## src/sps_pkg.sv

```systemverilog
package sps_pkg;

    // ****************************************
    // Bus geometry
    // ****************************************
    localparam int SPS_ADDR_W = 4;
    localparam int SPS_DATA_W = 8;
    localparam int SPS_NUM_CH = 12;

    // ****************************************
    // Register offsets
    // ****************************************
    localparam logic [3:0] SPS_REG_CMD = 4'h0;
    localparam logic [3:0] SPS_REG_STATUS = 4'h1;
    localparam logic [3:0] SPS_REG_CONFIG = 4'h2;
    localparam logic [3:0] SPS_REG_INIT_TIME = 4'h3;
    localparam logic [3:0] SPS_REG_CHEN_LO = 4'h4;
    localparam logic [3:0] SPS_REG_CHEN_HI = 4'h5;
    localparam logic [3:0] SPS_REG_OPEN_LO = 4'h6;
    localparam logic [3:0] SPS_REG_OPEN_HI = 4'h7;
    localparam logic [3:0] SPS_REG_SHORT_LO = 4'h8;
    localparam logic [3:0] SPS_REG_SHORT_HI = 4'h9;

    // ****************************************
    // Field positions
    // ****************************************
    localparam int SPS_CMD_POR_CLR_BIT = 0;
    localparam int SPS_CMD_RELOAD_BIT = 1;
    localparam int SPS_CMD_FLT_CLR_BIT = 2;
    localparam int SPS_ST_POR_BIT = 0;
    localparam int SPS_ST_ERR_BIT = 1;
    localparam int SPS_ST_VSUV_BIT = 2;
    localparam int SPS_ST_LOWVS_BIT = 3;
    localparam int SPS_ST_STATE_LSB = 4;
    localparam int SPS_ST_PIN_BIT = 6;
    localparam int SPS_CFG_THR_LSB = 0;
    localparam int SPS_CFG_GAIN_LSB = 4;

    // ****************************************
    // Reset values
    // ****************************************
    localparam logic [3:0] SPS_THR_RST = 4'h0;
    localparam logic [1:0] SPS_GAIN_RST = 2'h3;
    localparam logic [3:0] SPS_INIT_TIME_RST = 4'h0;
    localparam logic [11:0] SPS_CHEN_RST = 12'h000;

    // ****************************************
    // Timing and scaling
    // ****************************************
    localparam int SPS_CLK_MHZ = 100;
    localparam int SPS_INIT_TICK_US = 1000;
    localparam int SPS_INIT_TICK_CYCLES = SPS_INIT_TICK_US * SPS_CLK_MHZ;
    localparam int SPS_ADC_STEPS_PER_VOLT = 4;

    // ****************************************
    // Types
    // ****************************************
    typedef enum logic [1:0] {SPS_POR, SPS_INIT, SPS_NORMAL} sps_state_t;

    typedef struct packed {
        logic [3:0] init_hold_time_setting;
        logic [3:0] low_supply_threshold_select;
        logic [1:0] reference_gain_select;
    } sps_nv_t;

    typedef struct packed {
        logic [11:0] open;
        logic [11:0] short;
    } sps_diag_t;

    // Threshold code to ADC counts
    function automatic logic [7:0] sps_thr_counts(input logic [3:0] code);
        logic [4:0] volts;
        volts = (code == 4'hf) ? 5'd4 : 5'(code) + 5'd5; // Widen first, Eh+5 overflows 4 bits
        sps_thr_counts = 8'(volts * SPS_ADC_STEPS_PER_VOLT);
    endfunction

    // Gain code to reference multiplier
    function automatic logic [9:0] sps_gain_mult(input logic [1:0] code);
        unique case (code)
            2'b11: sps_gain_mult = 10'd512;
            2'b10: sps_gain_mult = 10'd256;
            2'b01: sps_gain_mult = 10'd128;
            2'b00: sps_gain_mult = 10'd64;
        endcase
    endfunction

endpackage

```

## src/sps_sequencer.sv

```systemverilog
// Overview of operation
// Either supply low forces power-on reset
// Power-on reset defaults every register
// Power-on reset sets history and error flags
// Reset state: outputs off, fault pin low
// Supplies good: init state, timer, pin released
// Timer expiry moves init to normal
// Flag clear in init jumps to normal
// Flag clear clears history in any state; the reset state holds it set
// Power-up copies stored settings, others default
// Channels start disabled after power-up
// Reload command restores settings, clears history
// Host should reload after every power-on reset; the bench host reloads once, not after the second reset
// Channel supply undervoltage disables outputs, flags
// Supply below chosen level sets warning
// Fault clear command clears warning, faults
// Low warning drops open and short faults
// Low supply suppresses open, short detection
// Threshold code maps 5..19 V, Fh 4 V
// Gain code selects 512/256/128/64 multiplier
// Command bits always read back zero
//
// Added by the designer: strobed register access and the register addresses.
`timescale 1ns/1ps
`default_nettype none

module sps_sequencer
    import sps_pkg::*;
#(
    parameter int INIT_TICK_CYCLES = SPS_INIT_TICK_CYCLES
)
(
    // Clock and reset
    input wire logic mclk,
    input wire logic rstn,
    // Register port
    input wire logic [SPS_ADDR_W-1:0] reg_addr,
    input wire logic [SPS_DATA_W-1:0] reg_wdata,
    input wire logic reg_wr,
    input wire logic reg_rd,
    output logic [SPS_DATA_W-1:0] reg_rdata,
    // Supply comparators, asynchronous
    input wire logic vbat_above_uvlo,
    input wire logic vldo_above_uvlo,
    input wire logic vs_above_uv,
    // Channel supply measurement
    input wire logic [7:0] vs_adc_code,
    input wire logic vs_adc_valid,
    // Nonvolatile settings
    input wire sps_nv_t nv_cfg,
    // Output diagnostics events
    input wire sps_diag_t diag_event,
    // Fault indicator pin, open drain
    input wire logic fault_indicator_pin_in,
    output logic fault_indicator_pin_out,
    output logic fault_indicator_pin_oe,
    // Channel and analog control
    output logic [SPS_NUM_CH-1:0] channel_enable,
    output logic diag_detect_enable,
    output logic [1:0] reference_gain_select,
    output logic [9:0] reference_multiplier,
    output logic load_supply_low_level,
    output sps_state_t seq_state
);

    // ****************************************
    // Synchronisers
    // ****************************************
    logic [3:0] sync_a;
    logic [3:0] sync_b;

    // Two flops per asynchronous level
    always_ff @(posedge mclk or negedge rstn)
    begin
        if (!rstn)
        begin
            sync_a <= 4'h0;
            sync_b <= 4'h0;
        end
        else
        begin
            sync_a <= {fault_indicator_pin_in, vs_above_uv, vldo_above_uvlo, vbat_above_uvlo};
            sync_b <= sync_a;
        end
    end

    logic supplies_ok;
    logic vs_uv;
    logic pin_level;
    assign supplies_ok = sync_b[0] & sync_b[1];
    assign vs_uv = ~sync_b[2];
    assign pin_level = sync_b[3];

    // ****************************************
    // Command decode
    // ****************************************
    logic cmd_wr;
    logic por_clr;
    logic reload_cmd;
    logic flt_clr;
    logic in_por;
    logic nv_load;
    assign cmd_wr = reg_wr && (reg_addr == SPS_REG_CMD);
    assign por_clr = cmd_wr && reg_wdata[SPS_CMD_POR_CLR_BIT];
    assign reload_cmd = cmd_wr && reg_wdata[SPS_CMD_RELOAD_BIT];
    assign flt_clr = cmd_wr && reg_wdata[SPS_CMD_FLT_CLR_BIT];
    assign in_por = (seq_state == SPS_POR);
    assign nv_load = (in_por && supplies_ok) || reload_cmd;

    // ****************************************
    // Init timer
    // ****************************************
    logic [31:0] tick_cnt;
    logic [4:0] tick_num;
    logic [3:0] init_hold_time_setting;
    logic timer_done;
    assign timer_done = (tick_num == ({1'b0, init_hold_time_setting} + 5'd1));

    // Counts whole ticks while in init only
    always_ff @(posedge mclk or negedge rstn)
    begin
        if (!rstn)
        begin
            tick_cnt <= 32'h0000_0000;
            tick_num <= 5'h0;
        end
        else if (seq_state != SPS_INIT || por_clr)
        begin
            tick_cnt <= 32'h0000_0000;
            tick_num <= 5'h0;
        end
        else if (tick_cnt == 32'(INIT_TICK_CYCLES - 1))
        begin
            tick_cnt <= 32'h0000_0000;
            tick_num <= tick_num + 5'd1;
        end
        else
        begin
            tick_cnt <= tick_cnt + 32'd1;
        end
    end

    // ****************************************
    // Sequencer state
    // ****************************************
    always_ff @(posedge mclk or negedge rstn)
    begin
        if (!rstn)
        begin
            seq_state <= SPS_POR;
        end
        else if (!supplies_ok)
        begin
            seq_state <= SPS_POR;
        end
        else
        begin
            unique case (seq_state)
                SPS_POR: seq_state <= SPS_INIT;
                SPS_INIT:
                begin
                    if (por_clr || timer_done)
                    begin
                        seq_state <= SPS_NORMAL;
                    end
                end
                SPS_NORMAL: seq_state <= SPS_NORMAL;
                default: seq_state <= SPS_POR;
            endcase
        end
    end

    // ****************************************
    // Configuration registers
    // ****************************************
    logic [3:0] low_supply_threshold_select;
    logic [1:0] gain_sel;
    logic [11:0] chen;

    // Defaults in reset, stored copy on load
    always_ff @(posedge mclk or negedge rstn)
    begin
        if (!rstn)
        begin
            low_supply_threshold_select <= SPS_THR_RST;
            gain_sel <= SPS_GAIN_RST;
            init_hold_time_setting <= SPS_INIT_TIME_RST;
        end
        else if (in_por && !supplies_ok)
        begin
            low_supply_threshold_select <= SPS_THR_RST;
            gain_sel <= SPS_GAIN_RST;
            init_hold_time_setting <= SPS_INIT_TIME_RST;
        end
        else if (nv_load)
        begin
            low_supply_threshold_select <= nv_cfg.low_supply_threshold_select;
            gain_sel <= nv_cfg.reference_gain_select;
            init_hold_time_setting <= nv_cfg.init_hold_time_setting;
        end
        else if (reg_wr && reg_addr == SPS_REG_CONFIG)
        begin
            low_supply_threshold_select <= reg_wdata[SPS_CFG_THR_LSB +: 4];
            gain_sel <= reg_wdata[SPS_CFG_GAIN_LSB +: 2];
        end
        else if (reg_wr && reg_addr == SPS_REG_INIT_TIME)
        begin
            init_hold_time_setting <= reg_wdata[3:0];
        end
    end

    // Channel enables have no stored copy
    always_ff @(posedge mclk or negedge rstn)
    begin
        if (!rstn)
        begin
            chen <= SPS_CHEN_RST;
        end
        else if (in_por || reload_cmd)
        begin
            chen <= SPS_CHEN_RST;
        end
        else if (reg_wr && reg_addr == SPS_REG_CHEN_LO)
        begin
            chen[7:0] <= reg_wdata;
        end
        else if (reg_wr && reg_addr == SPS_REG_CHEN_HI)
        begin
            chen[11:8] <= reg_wdata[3:0];
        end
    end

    // ****************************************
    // Supply supervision
    // ****************************************
    logic vs_low;
    logic vs_low_sample;
    assign vs_low_sample = vs_adc_valid
        && (vs_adc_code < sps_thr_counts(low_supply_threshold_select));

    // Tracks latest comparison of the channel supply
    always_ff @(posedge mclk or negedge rstn)
    begin
        if (!rstn)
        begin
            vs_low <= 1'b0;
        end
        else if (in_por)
        begin
            vs_low <= 1'b0;
        end
        else if (vs_adc_valid)
        begin
            vs_low <= vs_low_sample;
        end
    end

    // ****************************************
    // Status flags, set wins over the clear commands
    // ****************************************
    logic por_flag;
    logic err_flag;
    logic vsuv_flag;
    logic lowvs_flag;
    sps_diag_t diag_flag;
    logic diag_set;
    assign diag_set = |(diag_event & {24{~vs_low}});

    // Power-on history flag
    always_ff @(posedge mclk or negedge rstn)
    begin
        if (!rstn)
        begin
            por_flag <= 1'b1;
        end
        else if (in_por)
        begin
            por_flag <= 1'b1;
        end
        else if (por_clr || reload_cmd)
        begin
            por_flag <= 1'b0;
        end
    end

    // Summary and supply flags
    always_ff @(posedge mclk or negedge rstn)
    begin
        if (!rstn)
        begin
            err_flag <= 1'b1;
            vsuv_flag <= 1'b0;
            lowvs_flag <= 1'b0;
        end
        else if (in_por)
        begin
            err_flag <= 1'b1;
            vsuv_flag <= 1'b0;
            lowvs_flag <= 1'b0;
        end
        else
        begin
            err_flag <= vs_uv || vs_low_sample || diag_set || (err_flag && !flt_clr);
            vsuv_flag <= vs_uv || (vsuv_flag && !flt_clr);
            lowvs_flag <= vs_low_sample || (lowvs_flag && !flt_clr);
        end
    end

    // Open and short faults, masked while supply low
    always_ff @(posedge mclk or negedge rstn)
    begin
        if (!rstn)
        begin
            diag_flag <= '0;
        end
        else if (in_por || vs_low_sample)
        begin
            diag_flag <= '0;
        end
        else
        begin
            diag_flag <= (diag_event & {24{~vs_low}}) | (diag_flag & {24{~flt_clr}});
        end
    end

    // ****************************************
    // Outputs
    // ****************************************
    logic shutdown;
    assign shutdown = in_por || !supplies_ok || vs_uv;

    // Pin, channel and analog drive
    always_ff @(posedge mclk or negedge rstn)
    begin
        if (!rstn)
        begin
            fault_indicator_pin_out <= 1'b0;
            fault_indicator_pin_oe <= 1'b1;
            channel_enable <= SPS_CHEN_RST;
            diag_detect_enable <= 1'b0;
            reference_gain_select <= SPS_GAIN_RST;
            reference_multiplier <= sps_gain_mult(SPS_GAIN_RST);
            load_supply_low_level <= 1'b0;
        end
        else
        begin
            fault_indicator_pin_out <= 1'b0;
            fault_indicator_pin_oe <= shutdown;
            channel_enable <= shutdown ? SPS_CHEN_RST : chen;
            diag_detect_enable <= !shutdown && !vs_low;
            reference_gain_select <= gain_sel;
            reference_multiplier <= sps_gain_mult(gain_sel);
            load_supply_low_level <= vs_low;
        end
    end

    // ****************************************
    // Read port
    // ****************************************
    logic [7:0] next_rdata;

    // Read mux, unmapped and command read zero
    always_comb
    begin
        next_rdata = 8'h00;
        unique case (reg_addr)
            SPS_REG_CMD: next_rdata = 8'h00;
            SPS_REG_STATUS:
            begin
                next_rdata[SPS_ST_POR_BIT] = por_flag;
                next_rdata[SPS_ST_ERR_BIT] = err_flag;
                next_rdata[SPS_ST_VSUV_BIT] = vsuv_flag;
                next_rdata[SPS_ST_LOWVS_BIT] = lowvs_flag;
                next_rdata[SPS_ST_STATE_LSB +: 2] = seq_state;
                next_rdata[SPS_ST_PIN_BIT] = pin_level;
            end
            SPS_REG_CONFIG:
            begin
                next_rdata[SPS_CFG_THR_LSB +: 4] = low_supply_threshold_select;
                next_rdata[SPS_CFG_GAIN_LSB +: 2] = gain_sel;
            end
            SPS_REG_INIT_TIME: next_rdata[3:0] = init_hold_time_setting;
            SPS_REG_CHEN_LO: next_rdata = chen[7:0];
            SPS_REG_CHEN_HI: next_rdata[3:0] = chen[11:8];
            SPS_REG_OPEN_LO: next_rdata = diag_flag.open[7:0];
            SPS_REG_OPEN_HI: next_rdata[3:0] = diag_flag.open[11:8];
            SPS_REG_SHORT_LO: next_rdata = diag_flag.short[7:0];
            SPS_REG_SHORT_HI: next_rdata[3:0] = diag_flag.short[11:8];
            default: next_rdata = 8'h00;
        endcase
    end

    // Data valid only in the cycle after the strobe
    always_ff @(posedge mclk or negedge rstn)
    begin
        if (!rstn)
        begin
            reg_rdata <= 8'h00;
        end
        else
        begin
            reg_rdata <= reg_rd ? next_rdata : 8'h00;
        end
    end

endmodule

`default_nettype wire

```

## config.mk

```make
export PLATFORM = sky130hd
export DESIGN_NAME = sps_sequencer
export DESIGN_NICKNAME = d
export VERILOG_FILES = /design/src/sps_pkg.sv /design/src/sps_sequencer.sv
export SDC_FILE = /design/constraint.sdc
export NUM_CORES = 1
export LEC_CHECK = 0
export ABC_CLOCK_PERIOD_IN_PS = 3250
export BUFFER_PORTS_ARGS = -buffer_cell sky130_fd_sc_hd__buf_2
export CAP_MARGIN = 20
export CORE_MARGIN = 4
export CORE_UTILIZATION = 50
export CTS_CLUSTER_SIZE = 16
export DETAILED_ROUTE_END_ITERATION = 8
export PLACE_DENSITY = 0.83
export SLEW_MARGIN = 20
export SYNTH_ARGS = -nofsm -noshare
export SYNTH_HDL_FRONTEND = slang
export SYNTH_SLANG_ARGS = --single-unit
export TNS_END_PERCENT = 5
```

## constraint.sdc

```tcl
create_clock -name mclk -period 3.25 [get_ports mclk]
set_input_delay 0 -clock mclk [delete_from_list [all_inputs] [get_ports mclk]]
set_output_delay 0 -clock mclk [all_outputs]
set_load 0.005 [all_outputs]
```

==> results of run 1 <==
## path summary, 6_finish.rpt
| check | slack, ns | startpoint | depth (start not counted) | to |
|---|---|---|---|---|
| min in group asynchronous | 0.28 | rstn | 2 | diag_flag[10] |
| max reg2reg | 0.47 | seq_state[0] | 6 | low_supply_threshold_select[0] |
| min reg2reg | 0.35 | sync_a[0] | 0 | sync_b[0] |
| min | -0.0004 | diag_event[9] | 4 | diag_flag[9] |
| max in group asynchronous | 2.14 | rstn | 3 | reference_multiplier[9] |
| max | 0.47 | seq_state[0] | 6 | low_supply_threshold_select[0] |
## worst register-to-register path, delay by kind of cell, from the launching register on
family / cells / cell delay (ns)
DFF: 1 / 0.42
AOI/OAI and AO/OA: 2 / 0.92
muxes: 1 / 0.26
buffers and inverters: 2 / 0.69
adders and majority gates: 1 / 0.36
## state kept, by name, indices dropped and copies added, names as in the netlist
register and flops:
channel_enable 12, chen 12, diag_detect_enable 1, diag_flag 24, err_flag 1, fault_indicator_pin_oe 1
gain_sel 2, init_hold_time_setting 4, load_supply_low_level 1, low_supply_threshold_select 4, lowvs_flag 1, por_flag 1
reference_gain_select 2, reference_multiplier 4, reg_rdata 8, seq_state 2, sync_a 4, sync_b 4
tick_cnt 32, tick_num 5, vs_low 1, vsuv_flag 1
## per-layer routing
metal,up-vias,share of wire [%],GRT usage (%)
met5,-,0,0
met4,0,2.8,9.23
met3,51,7.6,6.84
met2,251,48,37.1
met1,2659,41,31.0
li1,2442,-,-
## power breakdown
part / internal (W) / total (W) / switching (W)
Sequential: 0.00166 / 0.00172 / 0.0000655
Combinational: 0.000185 / 0.000417 / 0.000232
Clock: 0.00108 / 0.00175 / 0.000673
Total: 0.00292 / 0.00389 / 0.000971
## area by class of cell
class | instances | area share [%]
Tap cell | 168 | 2.69
Clock inverter | 11 | 1.19
Sequential cell | 127 | 40.8
Multi-Input combinational cell | 457 | 36.4
Antenna cell | 1 | 0.0320
Timing Repair Buffer | 144 | 12.6
Inverter | 9 | 0.432
Clock buffer | 20 | 5.85
## through the flow
step / cell area [um2] / utilization (%) / hold WS, ns / power, W
after global placement: 6790 / 56.3 / 0.109 / 0.00209
final: 7810 / 64.8 / -0.000449 / 0.00389
after floorplan: 6230 / - / -0.296 / 0.00195
after CTS: 7800 / 64.7 / 0.00547 / 0.00390
after detailed placement: 6790 / 56.3 / 0.109 / 0.00212
after global routing: 7810 / 64.7 / 0.0207 / 0.00403
## cells in the mapped netlist, types with 3 or more instances
cell	number	area, um2
and4_1	3	26.3
nand2b_1	3	18.8
nor3b_1	3	22.5
buf_4	7	52.6
or2_2	3	18.8
nand3b_1	4	30.0
xnor2_1	20	175
o2111ai_1	3	26.3
nor2_1	61	229
nor3_1	7	35.0
xor2_1	19	166
mux2_2	3	33.8
mux2i_1	17	170
a31oi_1	9	56.3
nor2b_1	56	350
a21oi_1	46	230
inv_1	9	33.8
nand3_1	26	130
dfstp_2	8	210
nand2_1	42	158
ha_1	11	138
a32oi_1	3	26.3
o21ai_0	18	90.1
a22oi_1	8	60.1
buf_2	4	20.0
nor4_1	17	106
and2_1	16	100
a21o_1	3	22.5
clkbuf_1	22	82.6
nand4_1	18	113
nor4b_1	3	26.3
dfrtp_1	119	2980
## cell families (layout without fill, tap and decap cells)
group,count (synthesis),in the layout,share of synthesized area (%)
buf+inv,45,184,3.25
other cells,1,8,0.0604
flops,127,127,51.4
compound gates,106,106,10.4
xor+xnor,39,39,5.51
fa+ha+maj,11,11,2.22
mux,21,21,3.65
simple gates,273,273,23.6
==> results.json, run 1 <==
{
  "std_cell_rows": 40,
  "detail_route.first_pass.iterations": 5,
  "chipWidth_um": 119,
  "ys_warn_count": 0,
  "cts_stage_hold_buffer_count": 46,
  "final.fill_count": 903,
  "layout_common_cells": "dfrtp_1, buf_2, nor2_1, nor2b_1",
  "multiInputGateArea_um2": 2840,
  "max_slew.worst_pin.slew_ns": 1.04,
  "portBuffers": 91,
  "setup.worst_path.start_class": "flip-flop",
  "critical-path-slowest-cell": "a32oi_1",
  "dp_hpwl_mm": 11.2,
  "final_cell_count_no_fill": 937,
  "max-vdd-ir-drop_mv": 0.314,
  "crit_family": "compound AO/OA/AOI/OAI gates",
  "gr-usage-all-layers_pct": 23.6,
  "htree_levels": 4,
  "critPathBufInv": 2,
  "synth_cell_type_count": 55,
  "route.detailed.vias_per_inst": 5.77,
  "grt_pass1_vias": 5267,
  "setup_repair_after_global_routing_missed_its_margin": "no",
  "ant_nets": 0,
  "slew_headroom_pct": 30.7,
  "synth_flop_cell": "dfrtp_1",
  "hold_path_class": "in2reg",
  "finalSetupViolations": 0,
  "timing.setup.tns_ns": 0,
  "clk-insertion-delay-late_ns": 0.42,
  "post_synth.cell_area_avg_um2": 9.96,
  "ys_seq_area_share_pct": 51.4,
  "drt_total_wl_mm": 16.5,
  "cts_repair_resize_count": 0,
  "cts-buffers-inserted": 17,
  "fin_nets": 830,
  "critical_path_cell_list": "inv_1 > ha_1 > a32oi_1 > mux2i_1 > dlygate4sd3_1 > o21ai_0",
  "layout_cell_share_with_drive_strength_beyond_1_pct": 19.9,
  "tritoncts": "built",
  "gp_congestion": 0.923,
  "report.final.hold_viol_count": 1,
  "cts_setup_buffers": 0,
  "placed_instances": 859,
  "pin_count": 101,
  "hold-worst-slack_ns": -0.000449,
  "post-route-min-period_ns": 2.78,
  "floorplan.die.height_um": 119,
  "worstSetupEndpointType": "flip-flop",
  "timing_max_transition_violations_final": 0,
  "synthesis.instances": 623,
  "avgRoutedWirePerCell_um": 17.6,
  "max_freq_mhz": 360,
  "final_min_period_over_clock_period_pct": 85.4,
  "status": "finished with violations",
  "cts-root-buf": "clkbuf_16",
  "crit_required_ns": 3.54,
  "drc": 0,
  "synth-seq-cells": 127,
  "delay_contributed_by_the_slowest_stage_of_the_critical_path_ns": 0.85,
  "grt-ovfl-total": 0,
  "seqCellArea_um2": 3190,
  "path_class": "reg2reg",
  "crit_fanout": 13,
  "start_util_pct": 51.4,
  "core-area_um2": 12100,
  "p_per_area_nw_per_um2": 498,
  "area.growth.synth_to_final_pct": 25.9,
  "antenna_found_initial": 0,
  "grt_first_pass_wirelength_mm": 26.4,
  "fin_skew_ns": 0.00820,
  "number_of_enable_flip_flop_cells_after_synthesis": 0,
  "detail_route.iter0.violations": 469,
  "clkTransAtPathRegs_ns": 0.05,
  "timing.critical_path.arrival_ns": 3.07,
  "clock_tree.buffer_depth": 2,
  "leakagePower_nw": 3.44,
  "dpl_worst_slack_ns": 0.902,
  "most_common_cell_after_layout_fill_and_taps_aside": "dfrtp_1",
  "mappedNetlistArea_um2": 6200,
  "vias": 5403,
  "cts_sinks": 127,
  "drv_cap": 0,
  "failed_checks": "negative hold slack",
  "setup_ws_ns": 0.473,
  "largest_net_degree_at_the_start_of_global_routing": 77,
  "die_area_um2": 14300,
  "synth_async_sr_flop_share_pct": 100
}
Note: power is estimated with default switching activity, not from simulation.
==> run 2, diff against run 1 <==
--- a/config.mk
+++ b/config.mk
@@ -5,14 +5,15 @@
 export SDC_FILE = /design/constraint.sdc
 export NUM_CORES = 1
 export LEC_CHECK = 0
-export ABC_CLOCK_PERIOD_IN_PS = 3250
+export ABC_CLOCK_PERIOD_IN_PS = 3400
 export BUFFER_PORTS_ARGS = -buffer_cell sky130_fd_sc_hd__buf_2
 export CAP_MARGIN = 20
 export CORE_MARGIN = 4
 export CORE_UTILIZATION = 50
-export CTS_CLUSTER_SIZE = 16
+export CTS_CLUSTER_SIZE = 12
 export DETAILED_ROUTE_END_ITERATION = 8
 export PLACE_DENSITY = 0.83
+export SETUP_SLACK_MARGIN = 0.5
 export SLEW_MARGIN = 20
 export SYNTH_ARGS = -nofsm -noshare
 export SYNTH_HDL_FRONTEND = slang
==> constraint.sdc (replaced) <==
create_clock -name mclk -period 3.4 [get_ports mclk]
set_input_delay 0 -clock mclk [delete_from_list [all_inputs] [get_ports mclk]]
set_output_delay 0 -clock mclk [all_outputs]
set_load 0.005 [all_outputs]
==> results.json, run 2 (synthesis gave the netlist of run 1 again) <==
{
  "p_per_area_nw_per_um2": 476,
  "r2r-start": "low_supply_threshold_select[0]",
  "most_common_cell_after_layout_fill_and_taps_aside": "dfrtp_1",
  "timing_max_transition_violations_final": 0,
  "hold-worst-slack_ns": 0.00841,
  "grt-ovfl-total": 0,
  "hold_path_class": "in2reg",
  "seqCellArea_um2": 3190,
  "drt_total_wl_mm": 16.2,
  "critPathBufInv": 2,
  "route.detailed.vias_per_inst": 5.74,
  "antenna_found_initial": 0,
  "largest_registers": "tick_cnt x32, diag_flag x24",
  "fin_nets": 828,
  "cts_setup_buffers": 0,
  "grt_first_pass_wirelength_mm": 26.5,
  "grt_pass1_vias": 5316,
  "htree_levels": 4,
  "antenna-diode-count": 0,
  "core-area_um2": 12100,
  "p_clk_share_pct": 44.9,
  "largest_register": "tick_cnt",
  "avgRoutedWirePerCell_um": 17.4,
  "max_freq_mhz": 386,
  "drc": 0,
  "detail_route.first_pass.iterations": 5,
  "share_seq_of_total_power_pct": 44.3,
  "cts_repair_resize_count": 0,
  "max_slew.worst_pin.slew_ns": 1.08,
  "portBuffers": 91,
  "gp_congestion": 0.924,
  "layout_common_cells": "dfrtp_1, buf_2, nor2_1, nor2b_1, dlygate4sd3_1",
  "pin_count": 101,
  "std_cell_rows": 40,
  "final_cell_area_um2": 7810,
  "crit_fanout": 5,
  "start_util_pct": 51.4,
  "dp_hpwl_mm": 11.2,
  "worstSetupEndpointType": "flip-flop",
  "area.growth.synth_to_final_pct": 25.9,
  "timing.setup.tns_ns": 0,
  "chipWidth_um": 119,
  "total_switching_power_w": 0.000963,
  "finalSetupViolations": 0,
  "final.fill_count": 882,
  "final_min_period_over_clock_period_pct": 76.2,
  "power.internal_w": 0.00275,
  "path_class": "reg2reg",
  "min_from": "diag_event[0]",
  "cts-buffers-inserted": 17,
  "switching_share_pct": 25.9,
  "power.share.combinational_pct": 10.8,
  "crit_family": "compound AO/OA/AOI/OAI gates",
  "post-route-min-period_ns": 2.59,
  "crit_required_ns": 3.75,
  "report.final.hold_viol_count": 0,
  "floorplan.die.height_um": 119,
  "clkTransAtPathRegs_ns": 0.06,
  "clk-insertion-delay-late_ns": 0.42,
  "flip_flop_count_of_the_largest_register_after_layout": 32,
  "setup_repair_after_global_routing_missed_its_margin": "no",
  "critical_path_cell_list": "ha_1 > inv_1 > ha_1 > o211ai_1 > a21oi_1 > o21ai_0 > nand3_1 > a21oi_1 > dlygate4sd3_1",
  "leakagePower_nw": 3.44,
  "ant_nets": 0,
  "gr-usage-all-layers_pct": 23.5,
  "placed_instances": 856,
  "tritoncts": "built",
  "critical-path-slowest-cell": "dlygate4sd3_1",
  "cts_sinks": 127,
  "layout_cell_share_with_drive_strength_beyond_1_pct": 19.8,
  "cts_stage_hold_buffer_count": 47,
  "largest_net_degree_at_the_start_of_global_routing": 75,
  "vias": 5365,
  "slew_headroom_pct": 27.9,
  "die_area_um2": 14300,
  "drv_cap": 0,
  "placed_area_um2": 6770,
  "multiInputGateArea_um2": 2850,
  "detail_route.iter0.violations": 620,
  "final_cell_count_no_fill": 935,
  "status": "finished, final reports clean",
  "delay_contributed_by_the_slowest_stage_of_the_critical_path_ns": 0.56,
  "max-vdd-ir-drop_mv": 0.315,
  "cts-root-buf": "clkbuf_16",
  "clock_tree.buffer_depth": 2,
  "timing.critical_path.arrival_ns": 2.94,
  "fin_skew_ns": 0.00740,
  "launching_element_of_the_worst_setup_path": "low_supply_threshold_select[0]",
  "setup.worst_path.start_class": "flip-flop"
}
run 2: changes by cell type in the layout (fill, tap and decap cells not counted), moves of 2 or more:
cell,before,now
buf_4,7,4
clkinv_2,5,3
clkinv_4,0,3
clkinvlp_4,5,3
run 2: final cells by class:
cell class              count  area share (%)
flip-flops and latches    127            40.8
clock inverters            11            1.07
clock buffers              21            6.02
repair buffers            142            12.4
well taps                 168            2.69
multi-input cells         457            36.5
inverters                   9           0.433
run 2: layer usage:
metal / share of wire, % / wire length [um] / track usage [%]
met5: 0 / 0 / 0
met4: 2.8 / 449 / 8.80
met3: 9.1 / 1480 / 6.79
met2: 47 / 7680 / 36.9
met1: 41 / 6640 / 31.0
run 2: through the flow:
stage               worst slack, ns  utilization [%]  power, W
floorplan                      1.35                -   0.00186
global placement               1.09             56.1   0.00200
detailed placement            0.958             56.1   0.00202
CTS                           0.847             64.6   0.00372
global route                  0.639             64.7   0.00385
finish                        0.810             64.7   0.00372
run 2: final timing paths:
path,slack [ns],cells after the start,to
max in group asynchronous,2.41,3,tick_cnt[27]
min in group asynchronous,0.17,2,diag_flag[13]
hold / removal,0.008,4,diag_flag[0]
hold reg to reg,0.35,0,sync_b[0]
setup / recovery,0.81,9,vs_low
setup reg to reg,0.81,9,vs_low
run 2: power groups by stage:
stage | registers, W | clock network, W | logic (W)
finish | 0.00165 | 0.00167 | 0.000400
global route | 0.00165 | 0.00176 | 0.000443
floorplan | 0.00165 | 0 | 0.000218
global placement | 0.00166 | 0 | 0.000335
detailed placement | 0.00167 | 0 | 0.000355
CTS | 0.00164 | 0.00169 | 0.000394
run 2: tightest hold or removal path: stages:
cell and delay, ns:
buf_2 0.08, nor2b_1 0.12, a21oi_1 0.05, nor2b_1 0.12
